### src/pic_cfg.svh
// Purpose: constants for the primary disk channel pin engine
// Assumes: 125 MHz core clock
// Notes: addresses are 16-bit I/O port numbers
`ifndef PIC_CFG_SVH
`define PIC_CFG_SVH
`define PIC_CMD_BASE 16'h01F0
`define PIC_CMD_LAST 16'h01F7
`define PIC_CTL_ADDR 16'h03F6
`define PIC_CTL_BASE 16'h03F0
`define PIC_STROBE_NS 120
`define PIC_SETUP_NS 40
`define PIC_CLK_NS 8
`define PIC_STROBE_CYC ((`PIC_STROBE_NS + `PIC_CLK_NS - 1) / `PIC_CLK_NS)
`define PIC_SETUP_CYC ((`PIC_SETUP_NS + `PIC_CLK_NS - 1) / `PIC_CLK_NS)
`endif

### src/pic_pkg.sv
// Purpose: types for the primary disk channel pin engine
// Assumes: nothing beyond the header
// Notes: state codes written out
package pic_pkg;
	typedef enum logic [2:0] {
		PIC_IDLE = 3'h0,
		PIC_SETUP = 3'h1,
		PIC_STROBE = 3'h2,
		PIC_HOLD = 3'h3,
		PIC_UDMA = 3'h4
	} pic_state_t;
endpackage

### src/pic_channel.sv
// Purpose: host end of the primary disk channel pins
// Assumes: drive inputs asynchronous, sampled at 125 MHz
// Notes: ultra dma burst edges detected on the synchronised ready pin
`timescale 1ns/10ps
`default_nettype none
`include "pic_cfg.svh"
module pic_channel
	import pic_pkg::*;
#(
	parameter int STROBE_CYC = `PIC_STROBE_CYC,
	parameter int SETUP_CYC = `PIC_SETUP_CYC
) (
	input wire logic clk,
	input wire logic rst_n,
	input wire logic clkEn,
	input wire logic suspend,
	input wire logic twoDeviceMode,
	input wire logic reqValid,
	input wire logic reqWrite,
	input wire logic [15:0] reqAddr,
	input wire logic [15:0] reqWdata,
	input wire logic dmaCycle,
	input wire logic udmaStart,
	input wire logic udmaWrite,
	input wire logic udmaPause,
	input wire logic udmaStop,
	input wire logic [15:0] disk_data_bus_i,
	input wire logic disk_dma_request,
	input wire logic disk_ready_in,
	output logic [15:0] disk_data_bus_o,
	output logic disk_data_bus_oe,
	output logic [2:0] disk_reg_select,
	output logic disk_reg_select_oe,
	output logic cmd_block_select_n,
	output logic ctl_block_select_n,
	output logic disk_read_strobe_n,
	output logic disk_write_strobe_n,
	output logic disk_dma_ack_n,
	output logic reqDone,
	output logic isaForward,
	output logic [15:0] rdData,
	output logic rdValid,
	output logic dmaReqSync,
	output logic connectorSel
);
	typedef struct packed {
		pic_state_t st;
		logic [7:0] cnt;
		logic [1:0] reqS;
		logic [1:0] rdyS;
		logic rdyLast;
		logic wr;
		logic [15:0] dat0;
		logic [15:0] dat1;
		logic [15:0] dout;
		logic oe;
		logic [2:0] da;
		logic aoe;
		logic cs1;
		logic cs3;
		logic ior;
		logic iow;
		logic ack;
		logic done;
		logic fwd;
		logic [15:0] rd;
		logic rdv;
		logic con;
	} pic_reg_t;

	pic_reg_t q, d;

	function automatic logic isCmd(input logic [15:0] a);
		return a >= `PIC_CMD_BASE && a <= `PIC_CMD_LAST;
	endfunction

	function automatic logic isCtlBlk(input logic [15:0] a);
		return a[15:3] == 13'(`PIC_CTL_BASE >> 3);
	endfunction

	logic rdyNow;
	logic rdyEdge;
	assign rdyNow = q.rdyS[1];
	assign rdyEdge = rdyNow ^ q.rdyLast;

	always_comb begin
		d = q;
		d.reqS = {q.reqS[0], disk_dma_request};
		d.rdyS = {q.rdyS[0], disk_ready_in};
		d.rdyLast = rdyNow;
		// data rides the same two flops as ready; a pio strobe must outlast this lag
		d.dat0 = disk_data_bus_i;
		d.dat1 = q.dat0;
		d.done = 1'b0;
		d.fwd = 1'b0;
		d.rdv = 1'b0;
		d.con = twoDeviceMode;
		if (suspend) begin
			d.st = PIC_IDLE;
			d.cs1 = 1'b1;
			d.cs3 = 1'b1;
			d.ior = 1'b1;
			d.iow = 1'b1;
			d.ack = 1'b1;
			d.oe = 1'b0;
		end else begin
			unique case (q.st)
				PIC_IDLE: begin
					d.cs1 = 1'b1;
					d.cs3 = 1'b1;
					d.ior = 1'b1;
					d.iow = 1'b1;
					d.ack = 1'b1;
					if (udmaStart) begin
						d.st = PIC_UDMA;
						d.ack = 1'b0;
						d.wr = udmaWrite;
						d.oe = udmaWrite;
						d.dout = reqWdata;
						d.ior = udmaWrite ? 1'b1 : udmaPause;
					end else if (reqValid) begin
						if (!dmaCycle && isCtlBlk(reqAddr) && reqAddr != `PIC_CTL_ADDR) begin
							d.fwd = 1'b1;
							d.done = 1'b1;
						end else if (dmaCycle || isCmd(reqAddr) || reqAddr == `PIC_CTL_ADDR) begin
							d.st = PIC_SETUP;
							d.cnt = 8'(SETUP_CYC);
							d.wr = reqWrite;
							d.da = reqAddr[2:0];
							d.aoe = 1'b1;
							d.cs1 = !(!dmaCycle && isCmd(reqAddr));
							d.cs3 = !(!dmaCycle && reqAddr == `PIC_CTL_ADDR);
							d.ack = !dmaCycle;
							d.oe = reqWrite;
							d.dout = reqWdata;
						end else begin
							d.done = 1'b1;
						end
					end
				end
				PIC_SETUP: begin
					if (q.cnt <= 8'h01) begin
						d.st = PIC_STROBE;
						d.cnt = 8'(STROBE_CYC);
						d.ior = q.wr;
						d.iow = !q.wr;
					end else begin
						d.cnt = q.cnt - 8'h01;
					end
				end
				PIC_STROBE: begin
					if (q.cnt <= 8'h01) begin
						d.st = PIC_HOLD;
						d.ior = 1'b1;
						d.iow = 1'b1;
						if (!q.wr) begin
							d.rd = q.dat1;
							d.rdv = 1'b1;
						end
					end else begin
						d.cnt = q.cnt - 8'h01;
					end
				end
				PIC_HOLD: begin
					d.st = PIC_IDLE;
					d.ior = 1'b1;
					d.iow = 1'b1;
					d.cs1 = 1'b1;
					d.cs3 = 1'b1;
					d.ack = 1'b1;
					d.oe = 1'b0;
					d.done = 1'b1;
				end
				PIC_UDMA: begin
					if (q.wr) begin
						// data strobe toggles only while drive signals ready (low)
						if (!rdyNow && !udmaPause) begin
							d.ior = !q.ior;
							d.dout = reqWdata;
						end
					end else begin
						d.ior = udmaPause;
						if (rdyEdge) begin
							// word and strobe passed the same two flops, so they stay paired
							d.rd = q.dat1;
							d.rdv = 1'b1;
						end
					end
					if (udmaStop) begin
						d.iow = 1'b0;
						d.st = PIC_HOLD;
						d.ior = 1'b1;
					end
				end
				default: d.st = PIC_IDLE;
			endcase
		end
	end

	always_ff @(posedge clk) begin
		if (!rst_n) begin
			q <= '0;
			q.st <= PIC_IDLE;
			q.cs1 <= 1'b1;
			q.cs3 <= 1'b1;
			q.ior <= 1'b1;
			q.iow <= 1'b1;
			q.ack <= 1'b1;
			q.oe <= 1'b0;
			q.aoe <= 1'b0;
		end else if (clkEn) begin
			q <= d;
		end
	end

	assign disk_data_bus_o = q.dout;
	assign disk_data_bus_oe = q.oe;
	assign disk_reg_select = q.da;
	assign disk_reg_select_oe = q.aoe;
	assign cmd_block_select_n = q.cs1;
	assign ctl_block_select_n = q.cs3;
	assign disk_read_strobe_n = q.ior;
	assign disk_write_strobe_n = q.iow;
	assign disk_dma_ack_n = q.ack;
	assign reqDone = q.done;
	assign isaForward = q.fwd;
	assign rdData = q.rd;
	assign rdValid = q.rdv;
	assign dmaReqSync = q.reqS[1];
	assign connectorSel = q.con;
endmodule
`default_nettype wire

### config.mk
export PLATFORM = sky130hd
export DESIGN_NAME = pic_channel
export DESIGN_NICKNAME = d
export VERILOG_FILES = /design/src/pic_pkg.sv /design/src/pic_channel.sv
export VERILOG_INCLUDE_DIRS = /design/src
export SDC_FILE = /design/constraint.sdc
export NUM_CORES = 1
export LEC_CHECK = 0
export BUFFER_PORTS_ARGS = -buffer_cell sky130_fd_sc_hd__buf_2
export CAP_MARGIN = 40
export CORE_MARGIN = 8
export CORE_UTILIZATION = 40
export CTS_CLUSTER_SIZE = 40
export DETAILED_ROUTE_END_ITERATION = 7
export PLACE_DENSITY = 0.74
export SYNTH_ARGS = -nofsm -noshare
export SYNTH_HDL_FRONTEND = slang
export SYNTH_SLANG_ARGS = --single-unit
### constraint.sdc
create_clock -name clk -period 2.4 [get_ports clk]
set_input_delay 0.24 -clock clk [delete_from_list [all_inputs] [get_ports clk]]
set_output_delay 0.24 -clock clk [all_outputs]
set_load 0.05 [all_outputs]
### Word level (Yosys, flattened, before mapping)

Cells that the tools add are included.
Widths: inputs -> output; s select.

| cells by class | value |
|---|---|
| add/sub/neg operators | 1 |
| order comparisons | 3 |
| equality and inequality tests | 29 |
| multiplexer cells | 53 |
| bitwise operators | 4 |
| reductions and logical operators | 33 |

Operators with widths:

| operator | number |
|---|---|
| $mux 17 | 5 |
| $mux 23 | 3 |
| $pmux 17 s2 | 1 |
| $mux 11 | 3 |
| $mux 16 | 2 |
| $pmux 16 s2 | 1 |
| $mux 8 | 3 |
| $ne 2x2->1 const B | 12 |
| $pmux 8 s3 | 1 |
| $reduce_and 7->1 | 3 |
| $mux 19 | 1 |
| $mux 3 | 6 |
| $ne 3x3->1 const B | 6 |
| $eq 16x10->1 const B | 1 |
| $ge 16x9->1 const B | 1 |
| $le 16x9->1 const B | 1 |
| $mux 1 | 16 |
| $ne 16x10->1 const B | 1 |
| $reduce_and 8->1 | 2 |
| $reduce_and 5->1 | 3 |
| $eq 13x7->1 const B | 1 |
| $ne 4x4->1 const B | 3 |
| $pmux 3 s4 | 1 |
| $mux 2 | 5 |
| other kinds (21) | 41 |

| word-level totals | value |
|---|---|
| bits in registers | 95 |
| input bits | 62 |
| logic and storage cells | 145 |

### Depth between registers and ports, before layout

Gate-level depths: netlist (run 1).

| logic depth | value |
|---|---|
| word-level depth | 10 |
| mapped depth | 9 |
| depth with buffers taken out | 7 |

### Worst setup path before layout (run 1)

No wires, ideal clock.

| timing | value |
|---|---|
| path kind | register to register |
| start point | reg q[84] in the netlist's numbering |
| end point | reg q[87] in the netlist's numbering |
| library setup time | 0.116 ns |
| arrival | 1.805 ns |
| data required time | 2.284 ns |
| setup slack | 0.479 ns |
| cell stages (with the launch flop) | 8 |
| path buffers | 0 |
| clock period less this slack | 1.921 ns |
| cell sequence | dfxtp_1 > inv_1 > ha_1 > or2_2 > a31oi_1 > o21ai_0 > o311a_1 > a41o_1 |

| between the ends | value |
|---|---|
| cells in the longest elaborated chain, start to end | 3 |

RTL lines:

| element | RTL line | RTL |
|---|---|---|
| start: declaration | pic_channel.sv:71 | `pic_reg_t q, d;` |
| $sub 8x1->8 or $le 8x1->1 (tied branches) | - |  |
| $mux 8 (tied with other cells) | pic_channel.sv:152 | `if (q.cnt <= 8'h01) begin` |
| $pmux 8 s3 or $reduce_and 8->1 (tied branches) | - |  |

Parallel ways exist; a longest one is shown, timed or not. The select of a mux whose other input is x is not followed.
A chain may end at the register's enable or synchronous reset.

### Final worst setup path (run 1)

| timing | value |
|---|---|
| start point | reg q[84] in the netlist's numbering |
| end point | reg q[88] in the netlist's numbering |

Same word-level chain as after synthesis.

==> results of run 1 <==
==> Yosys cell counts (all sizes together), types with 2 or more instances <==
library cell   n  area share
ha             2      0.0058
nor2b          5      0.0072
o2111ai        2      0.0040
dfxtp         95        0.44
buf           52       0.084
and3b          2      0.0040
a211oi         2      0.0035
a22o          16       0.034
and2           2      0.0029
or2            2      0.0029
nor3b          2      0.0035
o2111a         2      0.0055
nand2         21       0.019
clkbuf         7      0.0084
nor4b          2      0.0040
a21oi         13       0.018
o21ai         13       0.015
a211o          3      0.0081
nand3b         2      0.0035
nand2b         5      0.0072
a31oi          4      0.0058
xor2           2      0.0040
or3            4      0.0061
nand3         11       0.013
o22ai          2      0.0029
nand4          4      0.0058
o31a           2      0.0043
o21bai         2      0.0035
nor4           3      0.0058
mux2i         56        0.13
and3           4      0.0069
o211a          3      0.0069
o32ai          3      0.0061
inv           10      0.0087
nor2          71       0.062
o211ai         4      0.0069
==> worst paths after layout <==
kind / end / slack [ns] / cells past startpoint
setup reg to reg: q[88] / 0.27 / 7
hold / removal: disk_data_bus_o[6] / 0.07 / 2
setup / recovery: q[88] / 0.27 / 7
hold reg to reg: disk_reg_select_oe / 0.46 / 2
==> through the flow <==
stage               std cells  cell area (um^2)  worst slack [ns]  hold slack [ns]
global route              665              4878           0.09338          0.05424
finish                    665              4878            0.2715          0.07067
CTS                       665              4878            0.3010          0.04560
global placement          649              4684            0.3983           0.4422
detailed placement        649              4684            0.3209           0.4468
floorplan                 455              4333            0.4790           0.3641
==> power breakdown <==
group / total (mW) / internal [mW] / switching [mW] / leakage [nW]
Clock: 1.04 / 0.429 / 0.613 / 0.0973
Combinational: 0.400 / 0.152 / 0.248 / 1.44
Sequential: 1.67 / 1.63 / 0.0383 / 0.773
Total: 3.11 / 2.21 / 0.900 / 2.31
==> cell usage in the layout, fill, tap and decap left out, drive strengths merged, types with 3 or more instances in the layout <==
| cell type | n |
|---|---|
| a211o | 3 |
| nand2 | 21 |
| inv | 14 |
| o32ai | 3 |
| mux2i | 56 |
| nand2b | 5 |
| nand3 | 11 |
| nor2 | 71 |
| nor2b | 5 |
| a31oi | 4 |
| a21oi | 13 |
| or3 | 4 |
| a22o | 16 |
| o211ai | 4 |
| and3 | 4 |
| o211a | 3 |
| buf | 113 |
| nor4 | 3 |
| o21ai | 13 |
| nand4 | 4 |
| dfxtp | 95 |
| clkbuf | 10 |
==> logic make-up (layout without fill, tap and decap cells) <==
family                     after synthesis  count (layout)  synth area share
muxes                                   57              57            0.1320
AOI/OAI and AO/OA                       87              87            0.1588
buffers and inverters                   69             139            0.1014
and+or+nand+nor                        143             143            0.1591
adders and majority gates                2               2          0.005774
xor gates and xnor gates                 2               2          0.004043
DFF                                     95              95            0.4389
==> area by class of cell <==
class                      instances  area (um^2)  share of cell area
clock buffer                      10        137.6             0.02821
inverter                          10        37.54            0.007694
sequential                        95         1902              0.3898
multi-input combinational        291         1992              0.4083
clock inverter                     6        56.30             0.01154
tap                              140        175.2             0.03591
timing repair buffer             113        578.1              0.1185
==> state kept, by name, indices dropped and copies added (netlist names), 3 cells and up <==
name	count
rdData	16
q	29
disk_data_bus_o	16
d	19
disk_reg_select	3
==> per-layer routing <==
layer,vias up,track usage
met2,134,0.2291
met4,0,0.06479
met1,1578,0.1652
met3,16,0.05402
met5,-,0
li1,1721,-
==> worst reg2reg max path, stage by stage (launching register included) <==
cell,delay (ns)
dfxtp_1,0.44
inv_1,0.09
ha_1,0.24
or2_2,0.32
a31oi_1,0.16
o21ai_0,0.17
a211o_1,0.35
a32o_1,0.26
==> metrics.txt, run 1 <==
Slew Limit Fails 0; Worst VDD drop ~0.36 mV; Die Area 14420 um^2; Setup-failing EPs final 0; Worst slew margin 0.5642; met3 WL post-DR 969 um; vias in the first global route 3546; grt ovf 0; Slew @ Worst Pin between 0.6 and 0.7 ns; CTS Buf Count 9; Post-Synthesis Cells 455; final RePlAce weighted congestion 0.8682; LEAKAGE roughly 2.3 nW; Power Dens Cells 637.7 nW/um^2; critical path type reg2reg; Fin. Hold Viols 0; Worst EP required 2.66 ns; dpl hpwl 7325 um; Pwr Total 3.111 mW; # nets final 584; total core area 10700 um^2; clock latency on the worst-skew pair 0.37 ns; Fmax achieved 0.4698 GHz; Reg clk slew, reported paths approximately 0.10 ns; CP Launch Point q[84]; post-CTS setup buffers 0; EDFF count, synth 0; number of remaining DRC errors 0; Synth Register Bits 95; Critical path buffers and inverters 1; Antenna diodes 0; uppermost layer routed met4; met2 WL 4553 um; vias per cell 5.186; part of the Yosys area used for sequential elements 0.4389; largest net degree at the start of global routing 57; Layout area overhead 12.59%; critical path fanouts, max 6; syn_nets 519; Reg-to-Reg Start q[84]; status completed; RSZ-0062 raised after global routing false; CTS tree done; metal1 wirelength 4328 um; First-pass DRT Iterations 4; Initial Util 0.4050; Finished Core Util 0.4560; Tcrit/Tclk final 0.8869; Worst setup EP type register; Antenna Nets Post-Route 0; total number of vias 3449; Clock Tree Buf Depth 2; first-pass GRT wire length 16950 um; layout cell share with drive strength beyond 1 0.2914; slowest cell on the critical path dfxtp_1; CP Launch Type register; Setup Total Neg Slack 0 ns; # clock sinks 95; Yosys Warn Count 0; worst-path cell chain inv_1 > ha_1 > or2_2 > a31oi_1 > o21ai_0 > a211o_1 > a32o_1; drt total wl around 10000 um; IO Pins 109; area of the mapped netlist between 4000 and 5000 um^2; die width 120.1 um; row count 38; initial antenna violation count 0; ys async rst share 0; IO Port Bufs about 110; Avg Inst Size Synth ~9.5 um^2; Worst path max stage delay between 0.4 and 0.5 ns; Worst Hold Launch reqWdata[6]; GR Util All Layers 0.1424; fill count around 1000; Root Driver clkbuf_8; critical path's top delay family compound AO/OA/AOI/OAI gates; fin crit period 2.128 ns; htree depth 3; class of the worst hold path in2reg; post-CTS resize count 0; Worst EP arrival 2.39 ns; CTS Hold Bufs 0; max_cap viols 0; Synth cell types 72; skew final ~0.014 ns; die span in y around 120 um; Synth Flop Type dfxtp_1; DRT iter0 DRCs 130; Avg WL per Cell between 15 and 20 um
No activity file was read; power rests on OpenSTA's default activity.
==> inputs of run 2 (changes only) <==
--- a/config.mk
+++ b/config.mk
@@ -6,8 +6,10 @@
 export SDC_FILE = /design/constraint.sdc
 export NUM_CORES = 1
 export LEC_CHECK = 0
+export ABC_CLOCK_PERIOD_IN_PS = 2400
 export BUFFER_PORTS_ARGS = -buffer_cell sky130_fd_sc_hd__buf_2
 export CAP_MARGIN = 40
+export CORE_ASPECT_RATIO = 1.4
 export CORE_MARGIN = 8
 export CORE_UTILIZATION = 40
 export CTS_CLUSTER_SIZE = 40
==> run 2 against run 1 <==
Against the previous run: critical path depth unchanged; sequential share of layout area down 1.2 points; via count grew 0.70%; sequential power about the same; power up 20%; first-iteration DRC count up 75%; core utilization is 1.5 points higher; cell area grew 3.3%.
==> metrics.txt, run 2 (synthesis results as in run 1) <==
status completed; Worst slew margin 0.5910 (+0.02677); CTS Buf Count 9 (unchanged); flop2flop setup slack 0.32 ns (+0.04 ns); total core area 10700 um^2 (unchanged); Storage cell area 1902 um^2 (unchanged); Antenna Nets Post-Route 0 (unchanged); CTS Hold Bufs 0 (unchanged); Slew Limit Fails 0 (unchanged); Root Driver clkbuf_16; layout cell share with drive strength beyond 1 0.2914 (unchanged); first-pass GRT wire length 17600 um (+3.8%); LEAKAGE 2.381 nW (+3.1%); total number of vias 3473 (+0.70%); max reg flops 29 (unchanged); DRT iter0 DRCs 227 (+75%); Initial Util 0.4050 (unchanged); First-pass DRT Iterations 4 (unchanged); Pwr Total 3.746 mW (+20%); CP Launch Type register; Top reg by flops q; Fin. Hold Viols 0 (unchanged); Hold Crit Depth 2 (unchanged); DP Cell Count 650 (+0.15%); worst hold slack 0.1065 ns (+0.03586 ns); Worst EP required 2.61 ns (-0.05 ns); fill count 1048 (+2.1%); reg2reg path depth 7 (unchanged); initial antenna violation count 1 (+1); IO Pins 109 (unchanged); Setup Total Neg Slack 0 ns (unchanged); Clock Tree Buf Depth 2 (unchanged); die width 104.0 um (-13%); Fmax achieved 0.4798 GHz (+2.1%); dpl hpwl 7823 um (+6.8%); class of the worst hold path in2reg; max_cap viols 0 (unchanged); largest net degree at the start of global routing 52 (-8.8%); clock latency on the worst-skew pair 0.34 ns (-0.03 ns); R2R Path End q[91]; Reg-to-Reg Start q[84]; Worst VDD drop 0.4423 mV (+22%); setup ws final 0.3159 ns (+0.04438 ns); Avg WL per Cell 15.72 um (+4.1%); post-CTS setup buffers 0 (unchanged); GR Util All Layers 0.1463 (+0.003916); skew final 0.004496 ns (-0.009055 ns); CTS tree done; commonest cells after routing, fill and taps aside 108 x buf_2, 95 x dfxtp_1, 70 x nor2_1; Worst EP arrival 2.30 ns (-0.09 ns); final RePlAce weighted congestion 0.8705 (+0.26%); drt total wl 10470 um (+4.3%); Tcrit/Tclk final 0.8684 (-0.01849); Antenna diodes 0 (unchanged); Worst Hold Launch reqWdata[12]; die span in y 139.1 um (+16%); critical path fanouts, max 6 (unchanged); htree depth 3 (unchanged); post-CTS resize count 0 (unchanged); Hold EP disk_data_bus_o[12]; IO Port Bufs 108 (unchanged); row count 45 (+18%); most common cell after layout, fill and taps aside buf_2; # nets final 584 (unchanged); vias in the first global route 3627 (+2.3%); DP Worst Slack 0.3464 ns (+0.02552 ns); RSZ-0062 raised after global routing false; grt ovf 0 (unchanged); Slew @ Worst Pin 0.6098 ns (-0.04383 ns); Worst setup EP type register; Finished Core Util 0.4711 (+0.01509); Power Dens Cells 743.2 nW/um^2 (+17%); Die Area 14470 um^2 (+0.32%); vias per cell 5.215 (+0.54%); Non-Filler Instances 666 (+0.15%); Layout area overhead 16.32%; critical path type reg2reg; Reg clk slew, reported paths 0.07 ns (-0.03 ns); Multi-input gate area 1992 um^2 (unchanged); fin crit period 2.084 ns (-0.04438 ns); Setup-failing EPs final 0 (unchanged); # clock sinks 95 (unchanged); number of remaining DRC errors 0 (unchanged); Area after DPL 4686 um^2 (about the same); fin area 5040 um^2 (+3.3%)
==> run 2: cell types whose count changed in the layout (fill, tap and decap cells not counted), sizes merged <==
cell | previous run | this run
bufinv | 0 | 3
clkinv | 1 | 0
inv | 14 | 12
==> run 2: power breakdown <==
group	internal, mW	switching, mW
Combinational	0.151	0.249
Clock	1.05	0.622
Sequential	1.63	0.0384
Total	2.84	0.910
==> run 2: layout make-up <==
type	instances	share of cell area
clock buffer	10	0.04742
sequential	95	0.3774
inverter	10	0.007448
multi-input combinational	291	0.3952
clock inverter	6	0.02284
tap	141	0.03500
timing repair buffer	113	0.1147
==> run 2: metal layers <==
metal	wire length, um	global-route usage
met1	4398	0.1633
met2	5050	0.2429
met3	808	0.05302
met4	199	0.06656
met5	9	0
==> run 2: critical path, cell delays in order (launching register included) <==
cell,delay (ns)
dfxtp_1,0.42
inv_1,0.09
ha_1,0.24
or2_2,0.31
a31oi_1,0.16
o21ai_0,0.16
o21ai_0,0.43
a31oi_1,0.14
==> run 2: how the worst max path moves through the flow <==
stage / startpoint / end / slack, ns / cells past startpoint
6_report: q[84] / q[91] / 0.32 / 7
3_5_place_dp: q[84] / q[87] / 0.35 / 7
4_1_cts: q[84] / q[87] / 0.33 / 7
5_1_grt: q[84] / q[87] / 0.1 / 7
2_1_floorplan: q[84] / q[87] / 0.48 / 7
3_3_place_gp: q[84] / q[87] / 0.40 / 7
==> inputs of run 3 (changes only) <==
--- a/config.mk
+++ b/config.mk
@@ -15,6 +15,7 @@
 export CTS_CLUSTER_SIZE = 40
 export DETAILED_ROUTE_END_ITERATION = 7
 export PLACE_DENSITY = 0.74
+export RECOVER_POWER = 100
 export SYNTH_ARGS = -nofsm -noshare
 export SYNTH_HDL_FRONTEND = slang
 export SYNTH_SLANG_ARGS = --single-unit
==> run 3 against run 2 <==
Against the previous run: sequential power about the same; routed wire length about the same; sequential share of layout area up 0.61 points; clock skew about the same; critical path type unchanged.
==> metrics.txt, run 3 (synthesis results as in run 1) <==
status completed; total core area 10700 um^2 (unchanged); Antenna Nets Post-Route 0 (unchanged); DRT iter0 DRCs 208 (-8.4%); fill count 1062 (+1.3%); final RePlAce weighted congestion 0.8705 (unchanged); critical path fanouts, max 16 (+10); Worst EP arrival 2.39 ns (+0.09 ns); # clock sinks 95 (unchanged); Worst slew margin 0.2857 (-0.3053); Avg WL per Cell 15.73 um (about the same); Slew Limit Fails 0 (unchanged); htree depth 3 (unchanged); Worst VDD drop 0.4417 mV (-0.13%); GR Util All Layers 0.1463 (unchanged); Power Dens Cells 753.0 nW/um^2 (+1.3%); Top reg by flops q; Worst setup EP type register; clock latency on the worst-skew pair 0.34 ns (about the same); total number of vias 3473 (unchanged); reg2reg path depth 5 (-2); commonest cells after routing, fill and taps aside 95 x dfxtp_1, 70 x nor2_1, 60 x buf_2; layout cell share with drive strength beyond 1 0.1924 (-0.09905); Initial Util 0.4050 (unchanged); post-CTS setup buffers 0 (unchanged); Setup-failing EPs final 0 (unchanged); Reg-to-Reg Start q[93]; post-CTS resize count 0 (unchanged); Root Driver clkbuf_16; initial antenna violation count 1 (unchanged); drt total wl 10480 um (about the same); RSZ-0062 raised after global routing false; Area after DPL 4686 um^2 (unchanged); class of the worst hold path in2reg; number of remaining DRC errors 0 (unchanged); CTS Hold Bufs 0 (unchanged); Fmax achieved 0.4775 GHz (-0.48%); grt ovf 0 (unchanged); First-pass DRT Iterations 4 (unchanged); IO Pins 109 (unchanged); Worst EP required 2.69 ns (+0.08 ns); die width 104.0 um (unchanged); IO Port Bufs 108 (unchanged); Hold EP disk_data_bus_o[12]; vias per cell 5.215 (unchanged); CP Launch Type register; largest net degree at the start of global routing 52 (unchanged); max_cap viols 0 (unchanged); Die Area 14470 um^2 (unchanged); Fin. Hold Viols 0 (unchanged); Reg clk slew, reported paths 0.07 ns (about the same); Pwr Total 3.735 mW (-0.29%); Setup Total Neg Slack 0 ns (unchanged); R2R Path End disk_data_bus_o[15]; Tcrit/Tclk final 0.8725 (+0.004150); skew final 0.004659 ns (+0.0001632 ns); Slew @ Worst Pin 1.071 ns (+0.4616 ns); fin crit period 2.094 ns (+0.009960 ns); Worst Hold Launch reqWdata[12]; Layout area overhead 14.47%; die span in y 139.1 um (unchanged); first-pass GRT wire length 17600 um (unchanged); CTS tree done; critical path type reg2reg; # nets final 584 (unchanged); LEAKAGE 2.186 nW (-8.2%); Hold Crit Depth 2 (unchanged); Clock Tree Buf Depth 2 (unchanged); CTS Buf Count 9 (unchanged); Antenna diodes 0 (unchanged); fin area 4960 um^2 (-1.6%); vias in the first global route 3627 (unchanged); row count 45 (unchanged); dpl hpwl 7823 um (unchanged); max reg flops 29 (unchanged); most common cell after layout, fill and taps aside dfxtp_1; flop2flop setup slack 0.31 ns (about the same)
run 3: cell count changes in the layout (fill, tap and decap cells not counted), sizes merged:
cell    delta
buf       -51
clkbuf    +51
run 3: cell type report:
| cell class | count | area, um^2 | share of cell area |
|---|---|---|---|
| multi-input cells | 291 | 1981 | 0.3993 |
| flip-flops and latches | 95 | 1902 | 0.3835 |
| repair buffers | 113 | 509.2 | 0.1027 |
| clock buffers | 10 | 239.0 | 0.04818 |
| well taps | 141 | 176.4 | 0.03557 |
| clock inverters | 6 | 115.1 | 0.02321 |
| inverters | 10 | 37.54 | 0.007568 |
run 3: metal layers:
layer,track usage,vias to the layer above,part of all wire
li1,-,1712,-
met1,0.1633,1609,0.42
met4,0.06656,2,0.016
met2,0.2429,134,0.49
met5,0,-,0.00086
met3,0.05302,16,0.073
run 3: stage by stage:
stage	worst slack [ns]	utilization	hold WS, ns	std cells
after floorplan	0.4790	-	0.3641	455
after global placement	0.3970	0.4380	0.4410	650
after detailed placement	0.3464	0.4380	0.4415	650
after CTS	0.3349	0.4711	0.09790	666
after global routing	0.09953	0.4636	0.1126	666
final	0.3060	0.4636	0.1098	666
run 3: how the worst max path moves through the flow:
stage,startpoint,end
final,q[93],disk_data_bus_o[15]
after global routing,q[84],q[87]
after CTS,q[84],q[87]
after detailed placement,q[84],q[87]
after global placement,q[84],q[87]
after floorplan,q[84],q[87]
run 3: worst max-delay path: stages, from the launching register on:
cell,delay [ns]
dfxtp_1,0.47
nor2_2,0.38
nand2_1,0.15
a211o_1,0.39
a21oi_4,0.43
a22o_2,0.23
run 3: where the power goes:
part,total (mW),switching [mW],internal (mW)
logic,0.391,0.248,0.144
registers,1.67,0.0392,1.63
clock network,1.67,0.620,1.05
total,3.73,0.907,2.83
